$ cat src/hw/pif_pkg.sv
// constants shared by the peripheral interrupt flag and enable slice
package pif_pkg;

    // ------------------------------------------------------------------
    // bus and register widths
    // ------------------------------------------------------------------
    localparam int PIF_DATA_W   = 32;
    localparam int PIF_ADDR_W   = 8;
    localparam int PIF_REG_W    = 8;
    localparam int PIF_FLAG10_W = 2;
    localparam int PIF_NUM_EN   = 4;
    localparam int PIF_STAT_W   = 2;

    // ------------------------------------------------------------------
    // byte offsets of the registers on the bus
    // ------------------------------------------------------------------
    localparam logic [PIF_ADDR_W-1:0] PIF_OFS_FLAGS10 = 8'h00;
    localparam logic [PIF_ADDR_W-1:0] PIF_OFS_EN0     = 8'h04;
    localparam logic [PIF_ADDR_W-1:0] PIF_OFS_STRIDE  = 8'h04;
    localparam logic [PIF_ADDR_W-1:0] PIF_OFS_STATUS  = 8'h14;
    localparam logic [PIF_ADDR_W-1:0] PIF_OFS_MASK    = 8'h18;

    // ------------------------------------------------------------------
    // reset values
    // ------------------------------------------------------------------
    localparam logic [PIF_REG_W-1:0]    PIF_EN_RESET     = 8'h00;
    localparam logic [PIF_FLAG10_W-1:0] PIF_FLAG10_RESET = 2'h0;
    localparam logic [PIF_STAT_W-1:0]   PIF_STAT_RESET   = 2'h0;

    // ------------------------------------------------------------------
    // flag register 10 and status/mask bit positions
    // ------------------------------------------------------------------
    localparam int PIF_CAPCOMP4_BIT    = 0;
    localparam int PIF_LOGIC_CELL4_BIT = 1;

    // ------------------------------------------------------------------
    // enable register 0 fields
    // ------------------------------------------------------------------
    localparam int PIN_CHANGE_IRQ_EN    = 7;
    localparam int CHECKSUM_IRQ_EN      = 6;
    localparam int MEM_SCANNER_IRQ_EN   = 5;
    localparam int NONVOLATILE_IRQ_EN   = 4;
    localparam int CLK_SWITCH_IRQ_EN    = 3;
    localparam int OSC_FAIL_IRQ_EN      = 2;
    localparam int VOLTAGE_DETECT_IRQ_EN = 1;
    localparam int SOFT_IRQ_EN          = 0;

    // ------------------------------------------------------------------
    // enable register 1 fields
    // ------------------------------------------------------------------
    localparam int MEAS_TIMER_PULSE_WIDTH_IRQ_EN = 7;
    localparam int MEAS_TIMER_PERIOD_IRQ_EN      = 6;
    localparam int MEAS_TIMER_IRQ_EN             = 5;
    localparam int COMPARATOR_ONE_IRQ_EN         = 4;
    localparam int ADC_THRESHOLD_IRQ_EN          = 3;
    localparam int ADC_DONE_IRQ_EN               = 2;
    localparam int ZERO_CROSS_IRQ_EN             = 1;
    localparam int EXT_PIN_ZERO_IRQ_EN           = 0;

    // ------------------------------------------------------------------
    // enable register 2 fields
    // ------------------------------------------------------------------
    localparam int FIRST_I2C_RX_IRQ_EN        = 7;
    localparam int FIRST_SPI_IRQ_EN           = 6;
    localparam int FIRST_SPI_TX_IRQ_EN        = 5;
    localparam int FIRST_SPI_RX_IRQ_EN        = 4;
    localparam int FIRST_DMA_ABORT_IRQ_EN     = 3;
    localparam int FIRST_DMA_OVERRUN_IRQ_EN   = 2;
    localparam int FIRST_DMA_DST_COUNT_IRQ_EN = 1;
    localparam int FIRST_DMA_SRC_COUNT_IRQ_EN = 0;

    // ------------------------------------------------------------------
    // enable register 3 fields
    // ------------------------------------------------------------------
    localparam int TIMER_ZERO_IRQ_EN         = 7;
    localparam int FIRST_UART_IRQ_EN         = 6;
    localparam int FIRST_UART_FRAMING_IRQ_EN = 5;
    localparam int FIRST_UART_TX_IRQ_EN      = 4;
    localparam int FIRST_UART_RX_IRQ_EN      = 3;
    localparam int FIRST_I2C_ERROR_IRQ_EN    = 2;
    localparam int FIRST_I2C_IRQ_EN          = 1;
    localparam int FIRST_I2C_TX_IRQ_EN       = 0;

endpackage

$ cat src/hw/pif_irq_slice.sv
// flag register 10, enable registers 0 to 3, request gating and an ahb-lite slave
//
// The register addresses and the AHB-Lite interface to the registers were decided locally.
`timescale 1ns/100ps

module pif_irq_slice
    import pif_pkg::*;
(
    input  wire logic                            hclk,
    input  wire logic                            hresetn,

    // ahb-lite slave; hready ties to hreadyout
    input  wire logic                            hsel,
    input  wire logic [31:0]                     haddr,
    input  wire logic [1:0]                      htrans,
    input  wire logic                            hwrite,
    // hsize is not decoded
    input  wire logic [2:0]                      hsize,
    input  wire logic [pif_pkg::PIF_DATA_W-1:0]  hwdata,
    input  wire logic                            hready,
    output logic                                 hreadyout,
    output logic                                 hresp,
    output logic      [pif_pkg::PIF_DATA_W-1:0]  hrdata,

    // events of the two sources whose flags live here
    // each high cycle is one event
    input  wire logic                            logic_cell4_event,
    input  wire logic                            capcomp4_event,
    output logic                                 logic_cell4_event_flag,
    output logic                                 capcomp4_event_flag,

    // flags of the sources covered by enable registers 0 to 3
    input  wire logic [pif_pkg::PIF_REG_W-1:0]   src_flag_0,
    input  wire logic [pif_pkg::PIF_REG_W-1:0]   src_flag_1,
    input  wire logic [pif_pkg::PIF_REG_W-1:0]   src_flag_2,
    input  wire logic [pif_pkg::PIF_REG_W-1:0]   src_flag_3,

    // gated requests toward the vectored interrupt logic
    output logic      [pif_pkg::PIF_REG_W-1:0]   irq_req_0,
    output logic      [pif_pkg::PIF_REG_W-1:0]   irq_req_1,
    output logic      [pif_pkg::PIF_REG_W-1:0]   irq_req_2,
    output logic      [pif_pkg::PIF_REG_W-1:0]   irq_req_3,

    // summary interrupt from the sticky status and mask
    output logic                                 irq
);
    import pif_pkg::*;

    // ------------------------------------------------------------------
    // declarations
    // ------------------------------------------------------------------
    // read-bus zero fill
    localparam int PAD_W = PIF_DATA_W - PIF_REG_W;

    // address-phase decode
    logic                    addr_take;
    logic                    rd_take;
    logic [PIF_ADDR_W-1:0]   a_addr;

    // write data phase
    logic                    dp_wr;
    logic [PIF_ADDR_W-1:0]   dp_addr;

    // register strobes
    logic                    wr_flags;
    logic                    wr_mask;
    logic                    rd_status;

    // event flags
    logic [PIF_FLAG10_W-1:0] ev_vec;
    logic [PIF_FLAG10_W-1:0] flags10;
    logic [PIF_FLAG10_W-1:0] next_flags10;

    // status and mask
    logic [PIF_STAT_W-1:0]   status;
    logic [PIF_STAT_W-1:0]   status_view;
    logic [PIF_STAT_W-1:0]   status_clr;
    logic [PIF_STAT_W-1:0]   mask;
    logic [PIF_STAT_W-1:0]   next_mask;

    // enable banks
    logic [PIF_REG_W-1:0]    en        [PIF_NUM_EN];
    logic [PIF_REG_W-1:0]    next_en   [PIF_NUM_EN];
    logic [PIF_REG_W-1:0]    src_flags [PIF_NUM_EN];
    logic [PIF_REG_W-1:0]    req       [PIF_NUM_EN];
    logic [PIF_REG_W-1:0]    en_or     [PIF_NUM_EN+1];

    // read path
    logic [PIF_REG_W-1:0]    rd_view;
    logic                    hit_flags;
    logic                    hit_status;
    logic                    hit_mask;

    // a register wider than the bus, or a status unlike the flags,
    // cannot be served by this slice
    if (PIF_REG_W > PIF_DATA_W || PIF_FLAG10_W > PIF_REG_W) begin : g_bad_width
        $error("register wider than the bus");
    end
    if (PIF_STAT_W != PIF_FLAG10_W) begin : g_bad_stat
        $error("status unlike the flag register");
    end

    // ------------------------------------------------------------------
    // ahb-lite address phase and decode
    // ------------------------------------------------------------------

    // a transfer is taken when selected, ready and nonseq/seq
    // seq counts as nonseq
    assign addr_take = hsel & hready & htrans[1];
    assign rd_take   = addr_take & ~hwrite;

    // upper bits not decoded
    assign a_addr    = haddr[PIF_ADDR_W-1:0];

    // zero wait states; the response is always okay
    // unmapped offsets answer okay too
    assign hreadyout = 1'b1;
    assign hresp     = 1'b0;

    // write data arrives one cycle after its address
    // dp_addr loads every cycle; dp_wr gates it
    // reset drops dp_wr: no stray write
    always_ff @(posedge hclk or negedge hresetn) begin
        if (!hresetn) begin
            dp_wr   <= 1'b0;
            dp_addr <= '0;
        end else begin
            dp_wr   <= addr_take & hwrite;
            dp_addr <= a_addr;
        end
    end

    // data-phase write strobes; unmapped offsets are simply ignored
    // hwdata stands in this cycle
    assign wr_flags = dp_wr & (dp_addr == PIF_OFS_FLAGS10);
    assign wr_mask  = dp_wr & (dp_addr == PIF_OFS_MASK);

    // address-phase read hits; hsize is not checked, only words are issued
    assign hit_flags  = rd_take & (a_addr == PIF_OFS_FLAGS10);
    assign hit_status = rd_take & (a_addr == PIF_OFS_STATUS);
    assign hit_mask   = rd_take & (a_addr == PIF_OFS_MASK);

    // status clears on its read's address
    assign rd_status  = hit_status;

    // ------------------------------------------------------------------
    // event flag register 10
    // ------------------------------------------------------------------

    // events set their flag with no regard to any enable
    // same-clock inputs: no synchroniser
    assign ev_vec[PIF_CAPCOMP4_BIT]    = capcomp4_event;
    assign ev_vec[PIF_LOGIC_CELL4_BIT] = logic_cell4_event;

    // software write loads the bits; writing 0 is the only clear
    // clr stays idle
    pif_sticky_bits #(
        .W        (PIF_FLAG10_W)
    ) u_flags10 (
        .hclk     (hclk),
        .hresetn  (hresetn),
        .set      (ev_vec),
        .load     (wr_flags),
        .load_val (hwdata[PIF_FLAG10_W-1:0]),
        .clr      ('0),
        .q        (flags10),
        .next_q   (next_flags10)
    );

    // flags leave as levels
    assign capcomp4_event_flag    = flags10[PIF_CAPCOMP4_BIT];
    assign logic_cell4_event_flag = flags10[PIF_LOGIC_CELL4_BIT];

    // ------------------------------------------------------------------
    // enable registers 0 to 3 and request gating
    // ------------------------------------------------------------------
    // array form for the bank loop
    assign src_flags[0] = src_flag_0;
    assign src_flags[1] = src_flag_1;
    assign src_flags[2] = src_flag_2;
    assign src_flags[3] = src_flag_3;

    // chain starts at zero
    assign en_or[0]     = '0;

    // one register per bank; the field order is fixed by the package
    // bit positions
    for (genvar i = 0; i < PIF_NUM_EN; i++) begin : g_en
        // fixed stride between banks
        localparam logic [PIF_ADDR_W-1:0] OFS =
            PIF_ADDR_W'(PIF_OFS_EN0 + PIF_OFS_STRIDE * PIF_ADDR_W'(i));

        // this bank's decode
        logic wr_en;
        logic hit_en;

        assign wr_en  = dp_wr & (dp_addr == OFS);
        assign hit_en = rd_take & (a_addr == OFS);

        // full read/write, zero on reset
        // low byte of hwdata only
        pif_rw_reg #(
            .W       (PIF_REG_W),
            .RESET   (PIF_EN_RESET)
        ) u_en (
            .hclk    (hclk),
            .hresetn (hresetn),
            .wr      (wr_en),
            .wr_val  (hwdata[PIF_REG_W-1:0]),
            .q       (en[i]),
            .next_q  (next_en[i])
        );

        // a request stands only while flag and enable are both set
        // the flag is held by the source
        assign req[i] = src_flags[i] & en[i];

        // read view uses the post-write value so a read right after a write is fresh
        // idle banks add zero: a mux
        assign en_or[i+1] = en_or[i] | ({PIF_REG_W{hit_en}} & next_en[i]);
    end

    // enable gating alone decides; stale flags are software's concern
    // no delay from flag to request
    assign irq_req_0 = req[0];
    assign irq_req_1 = req[1];
    assign irq_req_2 = req[2];
    assign irq_req_3 = req[3];

    // ------------------------------------------------------------------
    // sticky status, mask and summary interrupt
    // ------------------------------------------------------------------

    // a read of status clears it, but an event in that cycle survives
    // records events, not how many
    assign status_clr = {PIF_STAT_W{rd_status}};

    pif_sticky_bits #(
        .W        (PIF_STAT_W)
    ) u_status (
        .hclk     (hclk),
        .hresetn  (hresetn),
        .set      (ev_vec),
        .load     (1'b0),
        .load_val ('0),
        .clr      (status_clr),
        .q        (status),
        .next_q   ()
    );

    // mask 1 lets status reach irq
    pif_rw_reg #(
        .W       (PIF_STAT_W),
        .RESET   (PIF_STAT_RESET)
    ) u_mask (
        .hclk    (hclk),
        .hresetn (hresetn),
        .wr      (wr_mask),
        .wr_val  (hwdata[PIF_STAT_W-1:0]),
        .q       (mask),
        .next_q  (next_mask)
    );

    // a status read shows this cycle's events
    assign status_view = status | ev_vec;

    // level output, combinational from flops so it drops with the read
    // only sticky status feeds irq
    assign irq = |(status & mask);

    // ------------------------------------------------------------------
    // read data
    // ------------------------------------------------------------------

    // upper flag bits and unmapped offsets read as zero
    // one hit at most: or acts as mux
    assign rd_view =
        ({PIF_REG_W{hit_flags}}  & PIF_REG_W'(next_flags10)) |
        ({PIF_REG_W{hit_status}} & PIF_REG_W'(status_view)) |
        ({PIF_REG_W{hit_mask}}   & PIF_REG_W'(next_mask)) |
        en_or[PIF_NUM_EN];

    // registered so the data phase sees a stable word
    // a write reloads zero
    always_ff @(posedge hclk or negedge hresetn) begin
        if (!hresetn) begin
            hrdata <= '0;
        end else if (addr_take) begin
            hrdata <= {{PAD_W{1'b0}}, rd_view};
        end
    end

endmodule

$ cat src/hw/pif_rw_reg.sv
// plain read/write register with a zero reset and a look-ahead value
`timescale 1ns/100ps
module pif_rw_reg #(
    parameter int             W     = 8,
    parameter logic [W-1:0]   RESET = '0
) (
    input  wire logic         hclk,
    input  wire logic         hresetn,
    input  wire logic         wr,
    input  wire logic [W-1:0] wr_val,
    output logic      [W-1:0] q,
    output logic      [W-1:0] next_q
);

    // a write replaces the whole value; otherwise hold
    assign next_q = wr ? wr_val : q;

    // every bit loads the RESET value on reset
    always_ff @(posedge hclk or negedge hresetn) begin
        if (!hresetn) begin
            q <= RESET;
        end else begin
            q <= next_q;
        end
    end

endmodule

$ cat src/hw/pif_sticky_bits.sv
// hardware-set bits that software may load or clear; a set always wins
`timescale 1ns/100ps
module pif_sticky_bits #(
    parameter int             W = 2
) (
    input  wire logic         hclk,
    input  wire logic         hresetn,
    input  wire logic [W-1:0] set,
    input  wire logic         load,
    input  wire logic [W-1:0] load_val,
    input  wire logic [W-1:0] clr,
    output logic      [W-1:0] q,
    output logic      [W-1:0] next_q
);

    // or-ing the set last keeps an event that lands on a clear
    assign next_q = ((load ? load_val : q) & ~clr) | set;

    always_ff @(posedge hclk or negedge hresetn) begin
        if (!hresetn) begin
            q <= '0;
        end else begin
            q <= next_q;
        end
    end

endmodule

$ cat config.mk
export PLATFORM = sky130hd
export DESIGN_NAME = pif_irq_slice
export DESIGN_NICKNAME = d
export VERILOG_FILES = /design/src/hw/pif_pkg.sv /design/src/hw/pif_irq_slice.sv /design/src/hw/pif_rw_reg.sv /design/src/hw/pif_sticky_bits.sv
export SDC_FILE = /design/constraint.sdc
export NUM_CORES = 1
export LEC_CHECK = 0
export BUFFER_PORTS_ARGS = -buffer_cell sky130_fd_sc_hd__clkbuf_2
export CORE_MARGIN = 4
export CORE_UTILIZATION = 42
export DETAILED_ROUTE_END_ITERATION = 10
export HOLD_SLACK_MARGIN = 0.1
export PLACE_DENSITY = 0.8
export SYNTH_ARGS = -nofsm -noshare
export SYNTH_HDL_FRONTEND = slang
export SYNTH_SLANG_ARGS = --single-unit
export TNS_END_PERCENT = 5
$ cat constraint.sdc
create_clock -name hclk -period 2.8 [get_ports hclk]
set_input_delay 0.84 -clock hclk [delete_from_list [all_inputs] [get_ports hclk]]
set_output_delay 0.84 -clock hclk [all_outputs]
set_load 0.02 [all_outputs]
==> results_dict.tcl <==
set metrics [dict create \
    leakagePower_nw 1.77 \
    clkTransAtPathRegs_ns 0.09 \
    syn_area_um2 2740 \
    antenna_found_initial 0 \
    drive_above_1_share 0.393 \
    n_antenna_cell 0 \
    cts.sinks 55 \
    max_freq_mhz 451 \
    ctsResizeCount 0 \
    nets 437 \
    synthArstFlopShare 1.00 \
    nFillCells 583 \
    cp-start-kind "register" \
    yosys_warnings 0 \
    period_share 0.792 \
    start_util 0.431 \
    synthTopCellsByArea "dfrtp_1 (50%), mux2_1 (7.8%), and2_1 (7.8%), buf_4 (7.1%), mux2_2 (4.9%)" \
    syn_to_final_growth_pct 21.6 \
    cap_violations 0 \
    synth-edff-count 0 \
    overflow 0 \
    pwr_density_cell_nw_per_um2 437 \
    ir_drop_mv 0.234 \
    clock_skew_ns 0.00569 \
    tightest_slew_ns 0.641 \
    cts_root_buf "clkbuf_8" \
    timing_hold_violations_final 0 \
    cts_tree "yes" \
    timing.final.ws_setup_ns 0.581 \
    required_ns 3.00 \
    total_power_w 0.00146 \
    hpwl_um 4900 \
    synth_area_leader_cell "dfrtp_1" \
    top_layer_used "met4" \
    dr.pass1.iters 4 \
    clk_latency_ns 0.30 \
    grt_first_pass_wirelength_um 9530 \
    pin_count 177 \
    synth_top_area_frac 0.503 \
    via_per_inst 5.00 \
    cts_buffer_depth 2 \
    seq_area_frac_synth 0.503 \
    setup_tns_ns 0 \
    crit_fanout 8 \
    synth_seq_cells 55 \
    rows 29 \
    post-place-ws_ns 0.392 \
    post_cts_buffers 0 \
    slew-limit-headroom 0.573 \
    finalWirelength_um 6270 \
    syn_area_per_cell_um2 12.2 \
    seq_area_um2 1380 \
    finalMaxSlewViolations 0 \
    gp_congestion 0.760 \
    syn-instance-count 225 \
    status "complete, no violations" \
    die_area_um2 7870 \
    drc_errors 0 \
    die_w_um 88.7 \
    grt_max_degree 32 \
    ys.flop_type "dfrtp_1" \
    ys_types 35 \
    grt_pass1_vias 1964 \
    cp.arrival_ns 2.41 \
    io_buffers 98 \
    hold_path_class "reg2reg" \
    yosysMostFrequentCell "dfrtp_1" \
    rsz0062_at_grt "no" \
    multiInputGateArea_um2 1220 \
    antenna_left 0 \
    cts_inserted_buffers 5 \
    setup_viol 0 \
    wl_per_cell_um 15.5 \
    holdBufCountCts 0 \
    wl_met3_um 530 \
    drt-initial-drc-count 59 \
    fin_crit_ns 2.22 \
    h-tree-depth 2 \
    vias 2023 \
    worstSetupEndpointType "register" \
    globalRouteTotalUtil 0.161 \
    wl_met1_um 2400 \
    whs_ns 0.513 \
    crit_type "reg2reg" \
    die_h_um 88.7 \
    core_region_area_um2 6350 \
    synth_common_cells "dfrtp_1 (55), and2_1 (34), buf_4 (26)" \
    met2WireLength_um 3290 \
]
==> report_power, final <==
part	total (W)	switching, W	leakage (nW)	internal, W
Clock	0.000404	0.000236	0.0371	0.000167
Sequential	0.000843	0.0000184	0.664	0.000825
Combinational	0.000208	0.000130	1.07	0.0000787
Total	0.00146	0.000384	1.77	0.00107
==> cell type report <==
class	instances	area share
Clock buffer	6	0.0218
Inverter	2	0.00225
Multi-Input combinational cell	160	0.367
Timing Repair Buffer	105	0.167
Sequential cell	55	0.413
Tap cell	77	0.0289
==> sequential cells by signal, summed over array words and instances, names as in the netlist <==
signal	count
g_en.u_en.q	32
u_flags10.q	2
dp_wr	1
u_mask.q	2
u_status.q	2
hrdata	8
dp_addr	8
==> worst paths after layout <==
path,depth (start not counted),slack (ns),end,start
setup / recovery,6,0.58,hrdata[6],dp_addr[4]
hold reg to reg,1,0.51,g_en[1].u_en.q[2],g_en[1].u_en.q[2]
min in group asynchronous,1,0.54,u_status.q[0],hresetn
hold / removal,1,0.51,g_en[1].u_en.q[2],g_en[1].u_en.q[2]
max in group asynchronous,2,1.68,g_en[1].u_en.q[0],hresetn
setup reg to reg,6,0.58,hrdata[6],dp_addr[4]
==> per-stage QoR <==
step | area (um2) | cells | util
3_5_place_dp | 3260 | 399 | 0.513
4_1_cts | 3330 | 405 | 0.524
2_1_floorplan | 2830 | 249 | -
3_3_place_gp | 3260 | 399 | 0.513
5_1_grt | 3330 | 405 | 0.524
6_report | 3330 | 405 | 0.524
==> kinds of logic after synthesis <==
kind of cell / Yosys count / share of synthesized area
AOI/OAI and AO/OA: 29 / 0.0946
buffers and inverters: 34 / 0.0841
DFF: 55 / 0.503
muxes: 36 / 0.148
other: 2 / 0.00274
and+or+nand+nor: 69 / 0.168
==> cells in the final DEF (no fill, tap or decap), drive strengths merged, types with 2 or more instances in the layout <==
cell	synthesis	final
conb	2	26
nor4	2	2
mux2i	4	4
o221a	2	2
a211o	6	6
nand3	5	5
nor3	2	2
and3	6	6
a21o	2	2
dfrtp	55	55
mux2	32	32
a22oi	4	4
nor4b	2	2
clkbuf	1	104
and2	34	34
nor2	10	10
a32o	6	6
a22o	7	7
inv	2	2
a41oi	2	2
nand4b	2	2
buf	31	7
==> worst max-delay path, cell delays in order (launching register included) <==
cell     delay, ns
dfrtp_1       0.39
nor3_1        0.20
buf_4         0.17
and4b_1       0.50
mux2_1        0.38
a32o_1        0.21
a211o_1       0.26
==> per-layer routing <==
metal / track usage / up-vias
met5: 0 / -
met2: 0.283 / 84
li1: - / 966
met3: 0.0419 / 6
met4: 0.0330 / 0
met1: 0.198 / 967
Note: power is estimated with default switching activity, not from simulation.
